<file path="config.mk">
export PLATFORM = sky130hd
export DESIGN_NAME = adc_conversion_sequencer
export DESIGN_NICKNAME = d
export VERILOG_FILES = /design/src/acs_pkg.sv /design/src/adc_conversion_sequencer.sv
export VERILOG_INCLUDE_DIRS = /design/src /design/src/src
export SDC_FILE = /design/constraint.sdc
export NUM_CORES = 1
export LEC_CHECK = 0
export ABC_CLOCK_PERIOD_IN_PS = 2440
export BUFFER_PORTS_ARGS = -buffer_cell sky130_fd_sc_hd__buf_2
export CAP_MARGIN = 20
export CORE_AREA = 2 2 67 133
export CTS_CLUSTER_DIAMETER = 200
export DETAILED_ROUTE_END_ITERATION = 16
export DIE_AREA = 0 0 69 135
export GPL_TIMING_DRIVEN = 0
export SETUP_SLACK_MARGIN = 0.2
export SLEW_MARGIN = 30
export SYNTH_ARGS = -nofsm -noshare
export SYNTH_HDL_FRONTEND = slang
export SYNTH_SLANG_ARGS = --single-unit
</file>
<file path="constraint.sdc">
create_clock -name mclk -period 2.44 [get_ports mclk]
set_input_delay 0.244 -clock mclk [delete_from_list [all_inputs] [get_ports mclk]]
set_output_delay 0.244 -clock mclk [all_outputs]
set_load 0.05 [all_outputs]
</file>
<file path="src/acs_regs.svh">
`ifndef ACS_REGS_SVH
`define ACS_REGS_SVH

// converter timing in converter clock periods
`define ACS_SAMPLE_CYCLES 4
`define ACS_CONVERT_CYCLES 12
// clock select codes: divide system clock by 2**code, code 7 slowest
`define ACS_CLKSEL_W 3
`define ACS_RESULT_W 12
// reset values
`define ACS_RESULT_RST 12'h000
`define ACS_BYTE_RST 8'h00

`endif

</file>
<file path="src/acs_pkg.sv">
package acs_pkg;
    typedef enum logic [1:0] {
        ACS_IDLE,
        ACS_SAMPLE,
        ACS_CONVERT
    } acs_state_t;

    // software-written configuration
    typedef struct packed {
        logic powerEnable;
        logic resultFormatSelect;
        logic [2:0] clockSelect;
        logic [2:0] inputSourceSelect;
        logic [3:0] externalChannelSelect;
        logic [1:0] referenceSelect;
    } acs_cfg_t;

    // result register pair as software reads it
    typedef struct packed {
        logic [7:0] resultHighByte;
        logic [7:0] resultLowByte;
    } acs_result_t;
endpackage

</file>
<file path="src/adc_conversion_sequencer.sv">
`include "acs_regs.svh"
// What this block does
// - sample 4 then convert 12 converter clocks
// - conversion runs to completion without software
// - converter works only while power enabled
// - power cleared means analog circuits off
// - result format bit arranges high/low bytes
// - start bit low-high-low begins conversion
// - busy flag high during conversion
// - busy drops, result then valid
// - result is 12-bit unsigned code
module adc_conversion_sequencer #(
    parameter int SAMPLE_CYCLES = `ACS_SAMPLE_CYCLES,
    parameter int CONVERT_CYCLES = `ACS_CONVERT_CYCLES
) (
    input wire logic mclk,
    input wire logic rst_n,
    input wire acs_pkg::acs_cfg_t cfg,
    input wire logic startBit,
    input wire logic irqFlagClear,
    input wire logic compareHigh,
    output acs_pkg::acs_cfg_t analogCfg,
    output logic analogPowerOn,
    output logic analogSampling,
    output logic conversionBusyFlag,
    output logic converterInterruptRequest,
    output acs_pkg::acs_result_t result
);
    // phase counter wide enough for either count
    localparam int CW = 5;
    localparam logic [CW-1:0] SAMPLE_LAST = CW'(SAMPLE_CYCLES - 1);
    localparam logic [CW-1:0] CONVERT_LAST = CW'(CONVERT_CYCLES - 1);
    // msb of the code, first bit the approximation tries
    localparam logic [3:0] TOP_BIT = 4'(`ACS_RESULT_W - 1);

    acs_pkg::acs_state_t stateReg;
    logic [6:0] divReg;
    logic adcTick;
    logic startPrevReg;
    logic startArmedReg;
    logic [CW-1:0] cycleReg;
    logic [`ACS_RESULT_W-1:0] sarReg;
    logic [3:0] bitIdxReg;
    logic doneEvent;
    // start pulse completed: seen high, now low again
    logic fireEvent;

    // ticks the converter clock; shorter divides in the low bits
    function automatic logic divTick(input logic [6:0] cnt, input logic [2:0] sel);
        logic [6:0] mask;
        mask = 7'h7F >> (3'h7 - sel);
        divTick = ((cnt & mask) == mask) || (sel == 3'h0);
    endfunction

    // true on the last counted cycle of a phase;
    // shared by the sampling and the conversion phase
    function automatic logic lastCycle(input logic [CW-1:0] cnt, input logic [CW-1:0] last);
        lastCycle = (cnt == last);
    endfunction

    // free-running prescaler, held cleared while powered down
    always_ff @(posedge mclk or negedge rst_n) begin
        if (!rst_n) begin
            divReg <= 7'h00;
        end else if (!cfg.powerEnable) begin
            divReg <= 7'h00;
        end else begin
            divReg <= divReg + 7'h01;
        end
    end
    assign adcTick = divTick(divReg, cfg.clockSelect);

    // last start level; resets to the idle low level of the bit
    // so that no false edge follows reset
    always_ff @(posedge mclk or negedge rst_n) begin
        if (!rst_n) begin
            startPrevReg <= 1'b0;
        end else begin
            startPrevReg <= startBit;
        end
    end

    // start arms on the rising edge and fires on the falling one;
    // a bare falling edge without a rise is ignored
    always_ff @(posedge mclk or negedge rst_n) begin
        if (!rst_n) begin
            startArmedReg <= 1'b0;
        end else if (!cfg.powerEnable) begin
            startArmedReg <= 1'b0;
        end else if (startBit && !startPrevReg) begin
            startArmedReg <= 1'b1;
        end else if (!startBit && startPrevReg) begin
            startArmedReg <= 1'b0;
        end
    end
    assign fireEvent = startArmedReg && !startBit && startPrevReg;

    // sequencer: a new start pulse restarts any conversion underway
    always_ff @(posedge mclk or negedge rst_n) begin
        if (!rst_n) begin
            stateReg <= acs_pkg::ACS_IDLE;
            cycleReg <= '0;
            sarReg <= `ACS_RESULT_RST;
            bitIdxReg <= 4'h0;
        end else if (!cfg.powerEnable) begin
            stateReg <= acs_pkg::ACS_IDLE;
            cycleReg <= '0;
        // a new pulse restarts any run in progress
        end else if (fireEvent) begin
            stateReg <= acs_pkg::ACS_SAMPLE;
            cycleReg <= '0;
            sarReg <= `ACS_RESULT_RST;
            bitIdxReg <= TOP_BIT;
        end else if (adcTick) begin
            case (stateReg)
                acs_pkg::ACS_SAMPLE: begin
                    if (lastCycle(cycleReg, SAMPLE_LAST)) begin
                        stateReg <= acs_pkg::ACS_CONVERT;
                        cycleReg <= '0;
                        sarReg[bitIdxReg] <= 1'b1;
                    end else begin
                        cycleReg <= cycleReg + CW'(1);
                    end
                end
                acs_pkg::ACS_CONVERT: begin
                    // trial bit kept if input above trial level
                    sarReg[bitIdxReg] <= compareHigh;
                    if (bitIdxReg != 4'h0) begin
                        sarReg[bitIdxReg - 4'h1] <= 1'b1;
                        bitIdxReg <= bitIdxReg - 4'h1;
                    end
                    if (lastCycle(cycleReg, CONVERT_LAST)) begin
                        stateReg <= acs_pkg::ACS_IDLE;
                        cycleReg <= '0;
                    end else begin
                        cycleReg <= cycleReg + CW'(1);
                    end
                end
                default: begin
                    stateReg <= acs_pkg::ACS_IDLE;
                end
            endcase
        end
    end
    // last convert tick; a start in the same cycle wins, so the
    // interrupted run leaves neither result nor request
    assign doneEvent = cfg.powerEnable && adcTick && (stateReg == acs_pkg::ACS_CONVERT)
        && lastCycle(cycleReg, CONVERT_LAST) && !fireEvent;

    // result latch; both bytes update with busy falling
    always_ff @(posedge mclk or negedge rst_n) begin
        if (!rst_n) begin
            result <= '0;
        end else if (doneEvent) begin
            if (cfg.resultFormatSelect) begin
                // right aligned: 4 msbs in high byte
                result <= {4'h0, sarReg[11:1], compareHigh};
            end else begin
                // left aligned: low nibble of low byte zero
                result <= {sarReg[11:1], compareHigh, 4'h0};
            end
        end
    end

    // busy covers the firing cycle too, so it spans all 16 converter
    // clocks; power loss drops it at once
    always_ff @(posedge mclk or negedge rst_n) begin
        if (!rst_n) begin
            conversionBusyFlag <= 1'b0;
        end else begin
            conversionBusyFlag <= cfg.powerEnable && !doneEvent
                && ((stateReg != acs_pkg::ACS_IDLE) || fireEvent);
        end
    end

    // analog supply switch, a cycle after the enable; nothing in the
    // analog path draws current while this is low
    always_ff @(posedge mclk or negedge rst_n) begin
        if (!rst_n) begin
            analogPowerOn <= 1'b0;
        end else begin
            analogPowerOn <= cfg.powerEnable;
        end
    end

    // track-and-hold switch, closed only in the sampling phase;
    // opens at once on power loss
    always_ff @(posedge mclk or negedge rst_n) begin
        if (!rst_n) begin
            analogSampling <= 1'b0;
        end else begin
            analogSampling <= cfg.powerEnable && (stateReg == acs_pkg::ACS_SAMPLE);
        end
    end

    // selections forwarded to the analog side; software ordering
    // of channel and source is trusted, not checked here
    always_ff @(posedge mclk or negedge rst_n) begin
        if (!rst_n) begin
            analogCfg <= '0;
        end else begin
            analogCfg <= cfg;
        end
    end

    // request flag: set wins over a clear in the same cycle
    always_ff @(posedge mclk or negedge rst_n) begin
        if (!rst_n) begin
            converterInterruptRequest <= 1'b0;
        end else if (doneEvent) begin
            converterInterruptRequest <= 1'b1;
        end else if (irqFlagClear) begin
            converterInterruptRequest <= 1'b0;
        end
    end
endmodule

</file>
==> results.sh <==
export IMPL_rsz0062_at_grt="yes"
export IMPL_final_area_um2=4029
export IMPL_holdPathStages=1
export IMPL_cellPowerDensity_nw_per_um2=676.0
export IMPL_yosys_most_used_dff="dfrtp_1"
export IMPL_async_reset_ff_frac=1.000
export IMPL_nets=404
export IMPL_hold_class="input port to flip-flop"
export IMPL_placed_area_um2=3656
export IMPL_dieHeight_um=135
export IMPL_path_max_fanout=10
export IMPL_place_congestion=0.8819
export IMPL_total_leakage_power_nw=1.893
export IMPL_grt_pass1_wl_um=12030
export IMPL_drive_above_1_share=0.2966
export IMPL_ys_types=63
export IMPL_grt_busiest_layer="met2"
export IMPL_grtUsageMet1=0.1633
export IMPL_cp_end_kind="flip-flop"
export IMPL_maxCapViolCount=0
export IMPL_peakVddDrop_uv=424.4
export IMPL_drtPass1Iterations=4
export IMPL_grt_max_degree=38
export IMPL_min_to="analogCfg[4]"
export IMPL_reg2reg_slack_ns=0.28
export IMPL_fmax_mhz=461.9
export IMPL_met3_usage=0.04328
export IMPL_cts_tree="yes"
export IMPL_clockRootBuffer="clkbuf_16"
export IMPL_synth_edf_count=0
export IMPL_min_period_ns=2.165
export IMPL_hold_path_startpoint="cfg[4]"
export IMPL_ys_ff_latch=64
export IMPL_fill_cells=789
export IMPL_relSlewSlack=0.6496
export IMPL_antenna_cells=0
export IMPL_core_um2=8233
export IMPL_worstPathRequired_ns=2.65
export IMPL_path_class="flip-flop to flip-flop"
export IMPL_ff2ff_path_depth=8
export IMPL_arrival_ns=2.38
export IMPL_fin_crit_sh=0.8872
export IMPL_drt_total_wl_um=7420
export IMPL_start_kind="flip-flop"
export IMPL_tightest_slew_ns=0.5216
export IMPL_whs_ns=0.01675
export IMPL_grt_usage=0.1651
export IMPL_syn_avg_cell_area_um2=10.62
export IMPL_area_growth_pct=23.94
export IMPL_portBuffers=52
export IMPL_overflow=0
export IMPL_multi_input_area_um2=1520
export IMPL_setup_tns_ns=0
export IMPL_cts_sinks=64
export IMPL_synth_cells=306
export IMPL_die_x_um=69
export IMPL_num_vias=2522
export IMPL_fin_skew_ns=0.005956
export IMPL_drt_iter0_drc=127
export IMPL_clock_latency_ns=0.33
export IMPL_ioPinCount=53
export IMPL_r2r_end="result[13]"
export IMPL_hpwlAfterDp_um=5517
export IMPL_reg2reg_from="divReg[0]"
export IMPL_drt_wirelength_per_cell_um=15.49
export IMPL_syn_nets=334
export IMPL_seq_area_frac_synth=0.4927
export IMPL_final_max_slew_violation_count=0
export IMPL_dieArea_um2=9315
export IMPL_grt_pass1_vias=2517
export IMPL_status="finished clean"
export IMPL_vias_per_cell=5.265
export IMPL_sequential_cell_area_um2=1602
export IMPL_cts_clk_slew_worst_paths_ns=0.05
export IMPL_grt_use_met2=0.3066
export IMPL_placementRows=47
export IMPL_clock_path_buffers=2
export IMPL_hold_viol_final=0
export IMPL_drc=0
export IMPL_initial_core_util=0.3948
export IMPL_antenna_found_initial=0
export IMPL_htree_levels=3
export IMPL_syn_area_um2=3251
export IMPL_setup_viol=0
export IMPL_synth_warnings=0
export IMPL_cts_buffers_inserted=9
export IMPL_ant_nets=0
final cells by class:
cell class,instances,area share
inverter,11,0.01025
clock inverter,5,0.01398
timing repair buffer,59,0.08199
clock buffer,11,0.06025
buffer,16,0.02826
tap,98,0.03043
multi-input combinational,215,0.3773
sequential,64,0.3975
kinds of logic (layout without fill, tap and decap cells):
group	count (synthesis)	in the layout	share of synthesized area
AND/OR/NAND/NOR	108	108	0.1771
buffers and inverters	27	102	0.04658
multiplexers	29	29	0.1016
AO/OA/AOI/OAI	62	62	0.1282
adder cells (fa/ha/maj)	10	10	0.03772
XOR/XNOR	6	6	0.01617
flip-flops	64	64	0.4927
where the power goes:
group          leakage [nW]  switching, mW  internal (mW)
clock network         0.145          0.453          0.815
registers             0.825         0.0259           1.09
logic                 0.923          0.224          0.111
synth_stat cells (3+ instances only):
library cell  instances  share of area
and2b_1               3         0.0069
and2_1                8          0.015
nor3_1                5         0.0077
nor2b_1               6          0.012
nor2_1               15          0.017
xnor2_1               5          0.013
mux2_4                4          0.018
ha_1                  9          0.035
a31oi_1               4         0.0077
mux2i_1               9          0.028
mux2_2               16          0.055
o21ai_0              13          0.020
dfrtp_1              64           0.49
clkbuf_1             10          0.012
nand2b_1              4         0.0077
nand2_1              38          0.044
nand3_1               9          0.014
a21boi_0              4         0.0092
inv_1                11          0.013
or3_1                 4         0.0077
o21ai_1               3         0.0046
a22o_1                4          0.011
a21oi_1              13          0.020
metrics by stage:
step	worst slack [ns]	power [mW]	std cells	utilization
2_1_floorplan	0.4252	1.351	306	-
3_3_place_gp	0.1542	1.453	456	0.4413
3_5_place_dp	0.1395	1.463	457	0.4441
4_1_cts	0.2089	2.757	474	0.4827
5_1_grt	0.1932	2.851	479	0.4894
6_report	0.2751	2.724	479	0.4894
cell usage in the layout, fill, tap and decap left out, types with 2 or more instances in the layout:
master     instances
o22ai_1            2
dfrtp_1           64
ha_1               9
and2_1             8
nand2_1           37
clkbuf_16          9
clkbuf_1          10
or3_1              4
a21boi_0           4
o21ai_1            3
clkinv_2           2
o21ai_0           13
nand2b_1           4
buf_2             51
and3_1             2
nor3_1             5
nand3_1            9
o31ai_1            2
and2b_1            3
mux2_4             4
nor2_1            15
mux2i_1            8
xnor2_1            5
buf_12             3
nor2b_1            5
mux2_2            16
buf_4              8
inv_1             11
a22o_1             4
a21oi_1           13
a31oi_1            4
a21o_1             2
worst max path at each step:
| stage | start | depth (start not counted) | slack, ns | to |
|---|---|---|---|---|
| 2_1_floorplan | divReg[0] | 8 | 0.43 | result[13] |
| 3_3_place_gp | startPrevReg | 9 | 0.15 | result[7] |
| 3_5_place_dp | startPrevReg | 9 | 0.14 | result[13] |
| 4_1_cts | divReg[0] | 8 | 0.21 | result[13] |
| 5_1_grt | cycleReg[0] | 7 | 0.19 | sarReg[3] |
| 6_report | divReg[0] | 8 | 0.28 | result[13] |
flip-flops by register name, summed over array words and instances, names as in the netlist:
name                       cells
conversionBusyFlag             1
analogCfg                     14
stateReg                       2
bitIdxReg                      4
sarReg                        11
startPrevReg                   1
result                        16
startArmedReg                  1
analogSampling                 1
divReg                         7
cycleReg                       5
converterInterruptRequest      1
per-layer routing:
metal | vias to the layer above | part of all wire
li1 | 1219 | -
met1 | 1233 | 0.36
met2 | 53 | 0.58
met3 | 17 | 0.036
met4 | 0 | 0.027
met5 | - | 0
repair_timing:
item | 4_1_cts | 5_1_grt
buffers inserted | 0 | 5
gates resized for setup | 3 | 7
setup endpoints to repair | 5 | 5
pin swaps | 0 | 2
hold endpoints to repair | 27 | 0
hold buffers | 1 | 0
worst max-delay path: stages (launching register included):
cell      delay [ns]
dfrtp_1         0.43
or3b_4          0.40
o221ai_2        0.10
nand3_4         0.17
nor2_4          0.13
and4_4          0.24
buf_12          0.13
buf_12          0.14
mux2_4          0.30
No activity file was read; power rests on OpenSTA's default activity.
